<file path="src/rtl/rcs_params.svh">
// Offsets, field positions and reset values of the channel status and configuration bank
`ifndef RCS_PARAMS_SVH
`define RCS_PARAMS_SVH
`define RCS_OFS_MODE     8'h42
`define RCS_OFS_DEEMPH   8'h43
`define RCS_OFS_IDLE     8'h44
`define RCS_OFS_ID       8'h51
`define RCS_RST_MODE     8'hAD
`define RCS_RST_DEEMPH   5'h02
`define RCS_RST_IDLE     8'h00
`define RCS_RST_RATE     2'h0
`define RCS_BIT_MODE     6
`define RCS_DEM_HI       2
`define RCS_IDA_HI       3
`define RCS_IDA_LO       2
`define RCS_IDD_HI       1
`define RCS_SMB_ADDR     7'h18
`define RCS_PIN_RST      6'h03
`define RCS_BYTE_BITS    4'h8
`define RCS_LAST_BIT     4'h7
`endif

</file>
<file path="src/rtl/rcs_pkg.sv">
// Types shared by the channel status and configuration bank
package rcs_pkg;
  typedef enum logic [7:0] {
    ST_IDLE = 8'h01,
    ST_ADDR = 8'h02,
    ST_AACK = 8'h04,
    ST_CMD  = 8'h08,
    ST_WDAT = 8'h10,
    ST_WACK = 8'h20,
    ST_TX   = 8'h40,
    ST_MACK = 8'h80
  } rcs_smb_state_t;

  typedef struct packed {
    logic [2:0] deemph;
    logic [1:0] idle_assert;
    logic [1:0] idle_deassert;
    logic       gen12_mode;
  } rcs_cfg_t;

  typedef struct packed {
    logic       rx_found;
    logic [1:0] rate;
  } rcs_stat_t;
endpackage

</file>
<file path="src/rtl/rcs_pin_sync.sv">
// Three-stage pin synchroniser that accepts a change once stages two and three agree
`timescale 1ns/10ps
module rcs_pin_sync #(
  parameter int         W   = 1,
  parameter logic [W-1:0] RST = '0
) (
  input  wire logic         clk_i,
  input  wire logic         srst_i,
  input  wire logic [W-1:0] d_i,
  output logic      [W-1:0] q_o
);
  logic [W-1:0] s1_r;
  logic [W-1:0] s2_r;
  logic [W-1:0] s3_r;
  logic [W-1:0] q_r;
  logic [W-1:0] q_nxt;

  // Bit takes the agreed value, else keeps its old one
  always_comb begin
    q_nxt = (s2_r & s3_r) | (q_r & (s2_r | s3_r));
  end

  always_ff @(posedge clk_i) begin
    if (srst_i) begin
      s1_r <= RST;
      s2_r <= RST;
      s3_r <= RST;
      q_r  <= RST;
    end else begin
      s1_r <= d_i;
      s2_r <= s1_r;
      s3_r <= s2_r;
      q_r  <= q_nxt;
    end
  end

  assign q_o = q_r;
endmodule

</file>
<file path="src/rtl/rcs_regs.sv">
// Channel status and configuration registers behind an SMBus slave port
//
// Summary of operation
// - Bit 7 of register 0x43 reads 1 once a far receiver is detected.
// - Bits 6:5 report detected rate: 00 gen1, 01 gen2, 11 gen3.
// - Detected rate field updates only while the rate strap selects automatic.
// - Writable de-emphasis code in bits 2:0, resets to 010.
// - Idle assert threshold in 0x44 bits 3:2 overrides strap, resets 00.
// - Idle de-assert threshold in 0x44 bits 1:0 overrides strap, resets 00.
// - Link training exchanges pass through untouched; no participation.
// - Mode bit 6 of 0x42: 1 selects gen1/2, 0 gen3; overrides strap.
`timescale 1ns/10ps
`include "rcs_params.svh"
module rcs_regs #(
  parameter logic [6:0] SMB_ADDR   = `RCS_SMB_ADDR,
  parameter logic [2:0] ID_VERSION = 3'h1,
  parameter logic [4:0] ID_PART    = 5'h0A
) (
  input  wire logic        clk_i,
  input  wire logic        srst_i,
  input  wire logic        scl_i,
  input  wire logic        sda_i,
  input  wire logic        rx_found_i,
  input  wire logic [1:0]  rate_det_i,
  input  wire logic        rate_auto_i,
  output logic             sda_o,
  output logic             sda_oe_o,
  output rcs_pkg::rcs_cfg_t  cfg_o,
  output rcs_pkg::rcs_stat_t stat_o
);
  // Identification values above are arbitrary
  logic [5:0]               pins_s;
  logic                     scl_s, sda_s, rxf_s, auto_s;
  logic [1:0]               rate_s;
  rcs_pkg::rcs_smb_state_t  st_r, st_nxt;
  logic [3:0]               cnt_r, cnt_nxt;
  logic [7:0]               sh_r, sh_nxt;
  logic [7:0]               ptr_r, ptr_nxt;
  logic                     rw_r, rw_nxt;
  logic                     oe_r, oe_nxt;
  logic                     nack_r, nack_nxt;
  logic                     scl_q_r, sda_q_r, sda_lo_r;
  logic                     wr_en, scl_rise, scl_fall, start, stop;
  logic [7:0]               r42_r, r42_nxt;
  logic [4:0]               r43_r, r43_nxt;
  logic [7:0]               r44_r, r44_nxt;
  logic [1:0]               rate_r, rate_nxt;
  logic                     rxf_r, rxf_nxt;

  rcs_pin_sync #(
    .W   (6),
    .RST (`RCS_PIN_RST)
  ) u_sync (
    .clk_i  (clk_i),
    .srst_i (srst_i),
    .d_i    ({rate_auto_i, rx_found_i, rate_det_i, sda_i, scl_i}),
    .q_o    (pins_s)
  );

  assign scl_s  = pins_s[0];
  assign sda_s  = pins_s[1];
  assign rate_s = pins_s[3:2];
  assign rxf_s  = pins_s[4];
  assign auto_s = pins_s[5];

  assign scl_rise = scl_s & ~scl_q_r;
  assign scl_fall = ~scl_s & scl_q_r;
  assign start    = scl_s & scl_q_r & sda_q_r & ~sda_s;
  assign stop     = scl_s & scl_q_r & ~sda_q_r & sda_s;

  // Unmapped offsets read as zero
  function automatic logic [7:0] rd_byte(input logic [7:0] a);
    case (a)
      `RCS_OFS_MODE:   rd_byte = r42_r;
      `RCS_OFS_DEEMPH: rd_byte = {rxf_r, rate_r, r43_r};
      `RCS_OFS_IDLE:   rd_byte = r44_r;
      `RCS_OFS_ID:     rd_byte = {ID_VERSION, ID_PART};
      default:         rd_byte = 8'h00;
    endcase
  endfunction

  // SMBus byte engine; pointer auto-increments so block reads and writes walk the map
  always_comb begin
    st_nxt   = st_r;
    cnt_nxt  = cnt_r;
    sh_nxt   = sh_r;
    ptr_nxt  = ptr_r;
    rw_nxt   = rw_r;
    oe_nxt   = oe_r;
    nack_nxt = nack_r;
    wr_en    = 1'b0;
    if (start) begin
      st_nxt  = rcs_pkg::ST_ADDR;
      cnt_nxt = 4'h0;
      oe_nxt  = 1'b0;
    end else if (stop) begin
      st_nxt = rcs_pkg::ST_IDLE;
      oe_nxt = 1'b0;
    end else begin
      case (st_r)
        rcs_pkg::ST_ADDR, rcs_pkg::ST_CMD, rcs_pkg::ST_WDAT: begin
          if (scl_rise) begin
            sh_nxt  = {sh_r[6:0], sda_s};
            cnt_nxt = cnt_r + 4'h1;
          end else if (scl_fall && cnt_r == `RCS_BYTE_BITS) begin
            cnt_nxt = 4'h0;
            if (st_r == rcs_pkg::ST_ADDR) begin
              if (sh_r[7:1] == SMB_ADDR) begin
                rw_nxt = sh_r[0];
                oe_nxt = 1'b1;
                st_nxt = rcs_pkg::ST_AACK;
              end else begin
                st_nxt = rcs_pkg::ST_IDLE;
              end
            end else begin
              oe_nxt = 1'b1;
              st_nxt = rcs_pkg::ST_WACK;
              if (st_r == rcs_pkg::ST_CMD) begin
                ptr_nxt = sh_r;
              end else begin
                wr_en   = 1'b1;
                ptr_nxt = ptr_r + 8'h01;
              end
            end
          end
        end
        rcs_pkg::ST_AACK: begin
          if (scl_fall) begin
            if (rw_r) begin
              sh_nxt  = rd_byte(ptr_r);
              ptr_nxt = ptr_r + 8'h01;
              oe_nxt  = ~sh_nxt[7];
              st_nxt  = rcs_pkg::ST_TX;
            end else begin
              oe_nxt = 1'b0;
              st_nxt = rcs_pkg::ST_CMD;
            end
          end
        end
        rcs_pkg::ST_WACK: begin
          if (scl_fall) begin
            oe_nxt = 1'b0;
            st_nxt = rcs_pkg::ST_WDAT;
          end
        end
        rcs_pkg::ST_TX: begin
          if (scl_fall) begin
            if (cnt_r == `RCS_LAST_BIT) begin
              cnt_nxt = 4'h0;
              oe_nxt  = 1'b0;
              st_nxt  = rcs_pkg::ST_MACK;
            end else begin
              sh_nxt  = {sh_r[6:0], 1'b0};
              oe_nxt  = ~sh_nxt[7];
              cnt_nxt = cnt_r + 4'h1;
            end
          end
        end
        rcs_pkg::ST_MACK: begin
          if (scl_rise) begin
            nack_nxt = sda_s;
          end else if (scl_fall) begin
            if (nack_r) begin
              st_nxt = rcs_pkg::ST_IDLE;
            end else begin
              sh_nxt  = rd_byte(ptr_r);
              ptr_nxt = ptr_r + 8'h01;
              oe_nxt  = ~sh_nxt[7];
              st_nxt  = rcs_pkg::ST_TX;
            end
          end
        end
        rcs_pkg::ST_IDLE: begin
          oe_nxt = 1'b0;
        end
        default: begin
          st_nxt = rcs_pkg::ST_IDLE;
          oe_nxt = 1'b0;
        end
      endcase
    end
  end

  always_ff @(posedge clk_i) begin
    if (srst_i) begin
      st_r     <= rcs_pkg::ST_IDLE;
      cnt_r    <= 4'h0;
      sh_r     <= 8'h00;
      ptr_r    <= 8'h00;
      rw_r     <= 1'b0;
      oe_r     <= 1'b0;
      nack_r   <= 1'b0;
      scl_q_r  <= 1'b1;
      sda_q_r  <= 1'b1;
      sda_lo_r <= 1'b0;
    end else begin
      st_r     <= st_nxt;
      cnt_r    <= cnt_nxt;
      sh_r     <= sh_nxt;
      ptr_r    <= ptr_nxt;
      rw_r     <= rw_nxt;
      oe_r     <= oe_nxt;
      nack_r   <= nack_nxt;
      scl_q_r  <= scl_s;
      sda_q_r  <= sda_s;
      sda_lo_r <= 1'b0;
    end
  end

  // Register bank; reserved bits are stored so they read back as written
  always_comb begin
    r42_nxt  = r42_r;
    r43_nxt  = r43_r;
    r44_nxt  = r44_r;
    rxf_nxt  = rxf_s;
    rate_nxt = rate_r;
    // Outside automatic mode the detector output is meaningless, so the field freezes
    if (auto_s) begin
      rate_nxt = rate_s;
    end
    if (wr_en) begin
      case (ptr_r)
        `RCS_OFS_MODE:   r42_nxt = sh_r;
        `RCS_OFS_DEEMPH: r43_nxt = sh_r[4:0];
        `RCS_OFS_IDLE:   r44_nxt = sh_r;
        default:         r42_nxt = r42_r;
      endcase
    end
  end

  always_ff @(posedge clk_i) begin
    if (srst_i) begin
      r42_r  <= `RCS_RST_MODE;
      r43_r  <= `RCS_RST_DEEMPH;
      r44_r  <= `RCS_RST_IDLE;
      rate_r <= `RCS_RST_RATE;
      rxf_r  <= 1'b0;
    end else begin
      r42_r  <= r42_nxt;
      r43_r  <= r43_nxt;
      r44_r  <= r44_nxt;
      rate_r <= rate_nxt;
      rxf_r  <= rxf_nxt;
    end
  end

  // Only settings, status and the SMBus data drive leave the block; the serial data path is never intercepted
  assign cfg_o.deemph        = r43_r[`RCS_DEM_HI:0];
  assign cfg_o.idle_assert   = r44_r[`RCS_IDA_HI:`RCS_IDA_LO];
  assign cfg_o.idle_deassert = r44_r[`RCS_IDD_HI:0];
  assign cfg_o.gen12_mode    = r42_r[`RCS_BIT_MODE];
  assign stat_o.rx_found     = rxf_r;
  assign stat_o.rate         = rate_r;
  assign sda_oe_o            = oe_r;
  assign sda_o               = sda_lo_r;

  logic wr43;
  logic wr44;
  logic wr42;
  assign wr43 = wr_en && ptr_r == `RCS_OFS_DEEMPH;
  assign wr44 = wr_en && ptr_r == `RCS_OFS_IDLE;
  assign wr42 = wr_en && ptr_r == `RCS_OFS_MODE;
endmodule

</file>
<file path="config.mk">
export PLATFORM = sky130hd
export DESIGN_NAME = rcs_regs
export DESIGN_NICKNAME = d
export VERILOG_FILES = /design/src/rtl/rcs_pkg.sv /design/src/rtl/rcs_pin_sync.sv /design/src/rtl/rcs_regs.sv
export VERILOG_INCLUDE_DIRS = /design/src /design/src/rtl
export SDC_FILE = /design/constraint.sdc
export NUM_CORES = 1
export LEC_CHECK = 0
export ABC_AREA = 1
export BUFFER_PORTS_ARGS = -buffer_cell sky130_fd_sc_hd__clkbuf_2
export CORE_MARGIN = 2
export CORE_UTILIZATION = 61
export DETAILED_ROUTE_END_ITERATION = 16
export HOLD_SLACK_MARGIN = 0.1
export PLACE_DENSITY = 0.85
export SKIP_CTS_REPAIR_TIMING = 1
export SYNTH_ARGS = -nofsm -noshare
export SYNTH_HDL_FRONTEND = slang
export SYNTH_SLANG_ARGS = --single-unit
</file>
<file path="constraint.sdc">
create_clock -name clk_i -period 1.7 [get_ports clk_i]
set_input_delay 0.085 -clock clk_i [delete_from_list [all_inputs] [get_ports clk_i]]
set_output_delay 0.085 -clock clk_i [all_outputs]
set_load 0.05 [all_outputs]
</file>
==> flow_summary.ini, run 1 <==
[outcome]
status = finished, violations left
violations = setup timing

[cells_and_area]
stdcell_count = 752
diodes = 0
syn_to_final_growth_pct = 21.2
final_nets = 681
fin_util_pct = 75.1
drive_gt1_share_pct = 24.9
finalInstanceArea_um2 = 5020

[power]
switching_share_pct = 36.8
comb_power_share_pct = 30.7
p_per_area_nw_per_um2 = 1130
p_total_mw = 5.66
power_frac_clock_pct = 28.9
ir_worst_vdd_v = 0.000599
p_seq_share_pct = 40.4
intPower_mw = 3.58
power.leakage_nw = 2.31
p_sw_mw = 2.08

[die]
die_y_um = 86.4
ioPinCount = 21
start_util_pct = 62.0
coreArea_um2 = 6680
dieArea_um2 = 7460
die_w_um = 86.4
row_count = 30

[grt]
grt_pass1_wl_um = 16300
grtUsageTotal_pct = 27.5
grt_pass1_vias = 3739
grt_max_degree = 46
antenna_found_initial = 0
grt_remaining_overflow = 0

[yosys]
ys_seq_elements = 81
synth_top_area_share_pct = 39.2
async_flop_share_pct = 0
syn_inst = 611
syn-num-nets = 625
syn_area_per_cell_um2 = 6.78
yosysSeqAreaShare_pct = 39.2
synth_most_common_cell = nand2_1
synth_cell_types = 35
synthTopCellsByArea = dfxtp_1 39%, nand2_1 11%, nor2_1 8.7%
netlist_area_um2 = 4140
synth_flop_cell = dfxtp_1
synth_largest_area_cell = dfxtp_1
synth_edf_count = 0
ys.warnings.count = 0
synth_commonest_cells = 123 x nand2_1, 96 x nor2_1, 81 x dfxtp_1, 81 x inv_1, 46 x o21ai_0

[routing]
drt_iter0_drc = 464
num_vias = 4220
wl_per_cell_um = 14.8
first_pass_iters = 6
post_drt_via_cell_ratio = 5.61
antenna_left = 0
drc = 0
wl_um = 11100

[sta]
hold_ws_ps = 412
setup_viol = 5
fmax_mhz = 577
period_share_pct = 102
finalMaxSlewViolations = 0
fin_setup_tns_ps = -85.1
hold_viol = 0
worst_slack_ps = -31.7
rsz0062_at_grt = true
clock_skew_ps = 10.1
timing.final.crit_period_ps = 1730

[worst_setup_path]
end_kind = flip-flop
critPathBufInv = 1
critical_path_required_ps = 2010
cpMostUsedCell = nor2_4
path_class = reg -> reg
cp_max_fo = 6
cp_cell_sequence = nor2_4 -> nand2_4 -> nor2_4 -> buf_4 -> nand2_1 -> nand4_1 -> nor2_4 -> nand2_4 -> nand2_2 -> nand2_2 -> nor2_2
cp_slowest_cell = dfxtp_2
slowest_delay_ps = 390
cp-start-kind = flip-flop
worstPathArrival_ps = 2040
cp_top_family = simple AND/OR/NAND/NOR gates

[placement]
dp_hpwl_um = 7160
port_buffers = 19
pre_cts_ws_ps = 2.79
gp_congestion = 0.942
place_inst = 717
placed_area_um2 = 4400

[flow_run]
drv_cap = 0

[clocking]
clk_latency_ps = 360
cts_root_buf = clkbuf_8
cts_max_level = 3
clock_sinks = 81
cts_buffers = 9
cts_tree = done
clk_path_buf_depth = 2
path_clk_slew_ps = 90

[worst_hold_path]
hold_path.class = reg -> reg
-- power groups by stage --
| stage | combinational, mW | sequential (mW) | clock (mW) |
|---|---|---|---|
| after floorplan | 1.05 | 2.26 | 0 |
| after global placement | 1.35 | 2.27 | 0 |
| after CTS | 1.40 | 2.24 | 1.66 |
| after detailed placement | 1.40 | 2.29 | 0 |
| after global routing | 1.93 | 2.30 | 1.73 |
| final | 1.74 | 2.29 | 1.64 |
-- metal layers --
metal	vias up	wire [um]	part of all wire, %	global-route usage (%)
met5	-	0	0	0
met4	0	424	3.8	13.2
met3	55	830	7.5	3.62
met2	200	5630	51	48.0
met1	1929	4250	38	33.3
li1	2036	-	-	-
-- path summary, 6_finish.rpt --
path | cells past startpoint | end | startpoint | slack (ps)
worst min register to register | 2 | u_sync.s2_r[4] | u_sync.s1_r[4] | 410
worst max-delay path | 11 | sh_r[5] | st_r[0] | -30
worst max register to register | 11 | sh_r[5] | st_r[0] | -30
worst min-delay path | 2 | u_sync.s2_r[4] | u_sync.s1_r[4] | 410
-- registers in the layout, summed over array words and instances, names as in the netlist --
signal	flops
nack_r	1
st_r	8
ptr_r	8
sda_q_r	1
sda_oe_o	1
r43_r	5
rate_r	2
rw_r	1
u_sync.s2_r	6
sh_r	8
cnt_r	4
u_sync.s1_r	6
r42_r	8
u_sync.s3_r	6
r44_r	8
rxf_r	1
scl_q_r	1
u_sync.q_o	6
-- worst reg2reg max path: cells and delay by family, from the launching register on --
kind / cells / cell delay [ps]
AND/OR/NAND/NOR: 10 / 1160
buffers and inverters: 1 / 140
flip-flops: 1 / 390
-- layout make-up --
class,instances,area (um2)
fill,480,1660
clock inverter,7,111
multi-input combinational,420,2210
inverter,88,342
clock buffer,9,124
sequential,81,1650
tap,80,100
timing repair buffer,67,478
-- kinds of logic (layout without fill, tap and decap cells) --
| kind of cell | Yosys count | count (layout) | share of synthesized area [%] |
|---|---|---|---|
| XOR/XNOR | 2 | 2 | 0.423 |
| buffers and inverters | 112 | 171 | 12.1 |
| flip-flops | 81 | 81 | 39.2 |
| AND/OR/NAND/NOR | 307 | 309 | 33.5 |
| adder cells (fa/ha/maj) | 6 | 6 | 1.81 |
| AO/OA/AOI/OAI | 102 | 102 | 12.9 |
| other | 1 | 1 | 0.0906 |
-- cell usage in the layout (no fill, tap or decap), types with 2 or more instances in the layout --
master,n
a21oi_1,40
or2_2,7
buf_4,38
buf_6,2
nor2_2,11
nand3_4,3
clkbuf_8,9
nand2_4,7
o21ai_1,4
inv_2,9
clkinv_4,2
bufinv_16,2
nor2_1,84
o22ai_1,2
nor2_4,15
a21oi_2,5
nand3b_1,2
inv_1,73
nand4_1,9
dlygate4sd3_1,7
o21ai_0,42
dfxtp_2,6
ha_1,5
nand2_1,115
nand3_2,3
clkbuf_2,19
o211ai_1,7
nand3_1,38
dfxtp_4,6
nand2_2,12
xor2_1,2
dfxtp_1,69
inv_6,2
inv_4,4
(Power assumes the default switching activity.)
==> run 2, diff against run 1 <==
- CAP_MARGIN: not set -> 25
- CELL_PAD_IN_SITES_DETAIL_PLACEMENT: not set -> 0
- CELL_PAD_IN_SITES_GLOBAL_PLACEMENT: not set -> 2
- CORE_UTILIZATION: 61 -> 34
- PLACE_DENSITY: 0.85 -> 0.84
- TNS_END_PERCENT: not set -> 1
==> run 2 against run 1 <==
- the run now ends clean
- via count down 7.0%
- worst setup slack better by 85 ps
- sequential power is essentially flat
- cell count grew 11%
- power rose by 4.5%
- non-clock buffer count is 14 higher
- first-iteration DRC count is 54% lower
- critical path depth is 1 lower
- count of clock-buffer cells in the layout up 1
- critical endpoint is now ptr_r[1]
- largest power group unchanged
==> flow_summary.ini, run 2 (synthesis gave the netlist of run 1 again) <==
[cells_and_area]
drive_gt1_share_pct = 25.3
finalInstanceArea_um2 = 5240
diodes = 0
mostFrequentLayoutCells = 115 x nand2_1, 84 x nor2_1, 74 x inv_1
syn_to_final_growth_pct = 26.6
fill_cells = 1246
final_nets = 694
stdcell_count = 832
final_common_cell = nand2_1

[sta]
hold_viol = 0
setup_viol = 0
fmax_mhz = 607
clock_skew_ps = 6.71
fin_setup_tns_ps = 0
hold_ws_ps = 401
period_share_pct = 96.9
timing.final.crit_period_ps = 1650
rsz0062_at_grt = true
finalMaxSlewViolations = 0
worst_slack_ps = 53.2

[routing]
drc = 0
num_vias = 3923
drt_iter0_drc = 213
post_drt_via_cell_ratio = 4.72
first_pass_iters = 4
wl_um = 10800
wl_per_cell_um = 12.9
antenna_left = 0

[power]
power.leakage_nw = 2.40
p_per_area_nw_per_um2 = 1130
ir_worst_vdd_v = 0.000640

[placement]
place_inst = 800
port_buffers = 19
gp_congestion = 0.822
placed_area_um2 = 4600
pre_cts_ws_ps = -26.3
dp_hpwl_um = 7910

[die]
die_w_um = 114
die_y_um = 114
dieArea_um2 = 13100
coreArea_um2 = 12000
start_util_pct = 34.6
row_count = 40
ioPinCount = 21

[grt]
grt_pass1_vias = 3675
antenna_found_initial = 0
grt_max_degree = 46
grt_remaining_overflow = 0
grt_pass1_wl_um = 17800
grtUsageTotal_pct = 17.4

[worst_setup_path]
worstPathArrival_ps = 1880
cp_top_family = simple AND/OR/NAND/NOR gates
critical_path_required_ps = 1940
slowest_delay_ps = 340
path_class = reg -> reg
critPathBufInv = 2
cpMostUsedCell = nand2_1
end_kind = flip-flop
r2r_slack_ps = 50
cp_slowest_cell = dfxtp_1
cp-start-kind = flip-flop
cp_cell_sequence = inv_1 -> ha_1 -> nand4_1 -> nand2_1 -> nand2_1 -> nor2_4 -> buf_6 -> nand3b_1 -> nand2_1 -> nor2_1
cp_max_fo = 5

[clocking]
clk_latency_ps = 350
clk_path_buf_depth = 2
path_clk_slew_ps = 60
cts_tree = done
cts_buffers = 9
cts_max_level = 3
clock_sinks = 81
cts_root_buf = clkbuf_16

[outcome]
status = complete, no violations

[worst_hold_path]
hold_path.class = reg -> reg

[flow_run]
drv_cap = 0
run 2: cell type report:
type	instances	area (um2)	area share (%)
Tap cell	147	184	3.51
Clock buffer	10	229	4.37
Inverter	88	342	6.52
Clock inverter	6	50.0	0.955
Timing Repair Buffer	81	609	11.6
Sequential cell	81	1640	31.3
Multi-Input combinational cell	419	2180	41.7
run 2: metrics by stage:
step	utilization [%]	total power, mW
detailed placement	38.5	3.79
global placement	38.5	3.77
floorplan	-	3.31
finish	43.8	5.92
global route	43.8	6.32
CTS	40.8	5.67
run 2: power by group:
part / switching (mW) / internal (mW) / total (mW) / leakage, nW
clock network: 0.847 / 1.01 / 1.86 / 0.135
registers: 0.172 / 2.09 / 2.26 / 0.662
logic: 1.09 / 0.702 / 1.79 / 1.60
run 2: path summary, 6_finish.rpt:
check | from | endpoint | depth (start not counted)
max | cnt_r[0] | ptr_r[1] | 10
min | u_sync.s1_r[2] | u_sync.s2_r[2] | 2
max reg2reg | cnt_r[0] | ptr_r[1] | 10
min reg2reg | u_sync.s1_r[2] | u_sync.s2_r[2] | 2
run 2: worst min-delay path: stages (launching register included):
cell	delay [ps]
dfxtp_1	300
inv_1	40
nor2_1	30
run 2: layer usage:
metal | vias up | GRT usage (%) | wire length, um | share of wire (%)
met5 | - | 0 | 0 | 0
met4 | 0 | 6.18 | 227 | 2.1
met3 | 15 | 4.71 | 498 | 4.6
met2 | 76 | 27.1 | 4930 | 46
met1 | 1763 | 23.2 | 5100 | 47
li1 | 2069 | - | - | -
==> run 3, diff against run 2 <==
- CORE_UTILIZATION: 34 -> 36
- CTS_BUF_LIST: not set -> sky130_fd_sc_hd__clkbuf_2
- PLACE_DENSITY: 0.84 -> 0.88
- RECOVER_POWER: not set -> 25
==> run 3 against run 2 <==
- the run now ends with setup timing left
- die area fell by 5.4%
- global-route usage is 0.27 points lower
- count of clock-buffer cells in the layout shrank 1
- power decreased by 13%
- sequential share of layout area up 1.2 points
- register-to-register slack worse by 60 ps
- design area decreased by 3.2%
- highest routed layer unchanged
==> flow_summary.ini, run 3 (synthesis gave the netlist of run 1 again) <==
[outcome]
status = finished, violations left
violations = setup timing

[clocking]
cts_root_buf = clkbuf_2
cts_buffers = 9
path_clk_slew_ps = 260
clk_latency_ps = 580
clk_path_buf_depth = 2
cts_tree = done
clock_sinks = 81
cts_max_level = 3

[worst_hold_path]
worstHoldEndpoint = u_sync.s2_r[3]
min_from = u_sync.s1_r[3]
hold_path.class = reg -> reg
hold_depth = 2

[worst_setup_path]
worstPathArrival_ps = 2250
path_class = reg -> reg
rr_worst_depth = 12
cp_max_fo = 6
crit_start = st_r[5]
r2r_start = st_r[5]
r2r_slack_ps = -5
critical_path_required_ps = 2240
cp-start-kind = flip-flop
reg2reg_to = sh_r[3]
end_kind = flip-flop

[die]
die_y_um = 111
dieArea_um2 = 12400
row_count = 39
coreArea_um2 = 11300
ioPinCount = 21
start_util_pct = 36.6
die_w_um = 111

[grt]
grt_max_degree = 46
grt_pass1_vias = 3528
antenna_found_initial = 0
grt_remaining_overflow = 0
grt_pass1_wl_um = 17000
grtUsageTotal_pct = 17.1

[flow_run]
drv_cap = 0

[placement]
dp_hpwl_um = 7730
gp_congestion = 0.840
port_buffers = 19
place_inst = 793
pre_cts_ws_ps = -46.4

[routing]
drt_iter0_drc = 201
wl_per_cell_um = 12.7
num_vias = 3868
wl_um = 10500
antenna_left = 0
drc = 0
post_drt_via_cell_ratio = 4.68
first_pass_iters = 4

[cells_and_area]
final_common_cell = nand2_1
syn_to_final_growth_pct = 22.5
drive_gt1_share_pct = 25.0
ff_latch_area_um2 = 1650
mostFrequentLayoutCells = 114 x nand2_1, 87 x nor2_1, 75 x inv_1
stdcell_count = 827
multi_input_area_um2 = 2160
diodes = 0
fill_cells = 1203
final_nets = 693

[sta]
worst_slack_ps = -5.24
clock_skew_ps = 27.6
finalMaxSlewViolations = 0
hold_viol = 0
fmax_mhz = 586
period_share_pct = 100
rsz0062_at_grt = true
timing.final.crit_period_ps = 1710
setup_viol = 2
hold_ws_ps = 418

[power]
p_per_area_nw_per_um2 = 1010
power.leakage_nw = 2.34
ir_worst_vdd_v = 0.000604
==> run 3: cell types whose count changed in the layout (fill, tap and decap cells not counted), sizes merged <==
cell	delta
buf	-7
clkbuf	-1
clkinv	-2
inv	+2
dlygate4sd3	+6
bufinv	+1
==> run 3: worst max path at each step <==
stage                          end  slack, ps  depth (start not counted)
after global placement     sh_r[6]        -20                         11
after global routing      ptr_r[1]       -150                         10
final                      sh_r[3]         -5                         12
after CTS                  sh_r[0]        -80                         13
after detailed placement   sh_r[6]        -50                         11
after floorplan           ptr_r[1]        130                         11
==> run 3: final cells by class <==
class                           count  share of cell area (%)
Clock buffer                        9                   0.888
Tap cell                          143                    3.53
Sequential cell                    81                    32.5
Inverter                           88                    6.74
Clock inverter                      7                    1.65
Timing Repair Buffer               80                    12.0
Multi-Input combinational cell    419                    42.6
==> run 3: per-layer routing <==
layer,wire length [um],GRT usage (%)
met1,5140,22.6
met2,4970,27.8
met3,266,3.12
met4,160,6.91
met5,0,0
==> run 3: worst max-delay path, stage by stage (launching register included) <==
cell and delay [ps]:
dfxtp_2 390, nor2_4 170, nand2_4 100, inv_4 70, nand2_2 80, nand3_4 120
buf_4 140, nor2_4 50, nor2_4 200, nand2_2 150, nand2_1 90, nand2_1 40
nor2_1 90
==> run 3: report_power, final <==
| group | leakage, nW | internal [mW] | total [mW] | switching (mW) |
|---|---|---|---|---|
| clock | 0.0758 | 0.372 | 1.15 | 0.781 |
| sequential | 0.664 | 2.10 | 2.28 | 0.176 |
| combinational | 1.60 | 0.651 | 1.69 | 1.04 |
==> run 3: metrics by stage <==
stage               power [mW]  setup TNS (ps)  utilization (%)  area, um2
finish                    5.12           -7.32             44.8       5070
global route              5.52           -2250             44.8       5070
CTS                       4.95            -369             41.7       4720
detailed placement        3.77           -85.5             40.5       4590
global placement          3.75           -16.4             40.5       4590
floorplan                 3.31               0                -       4140
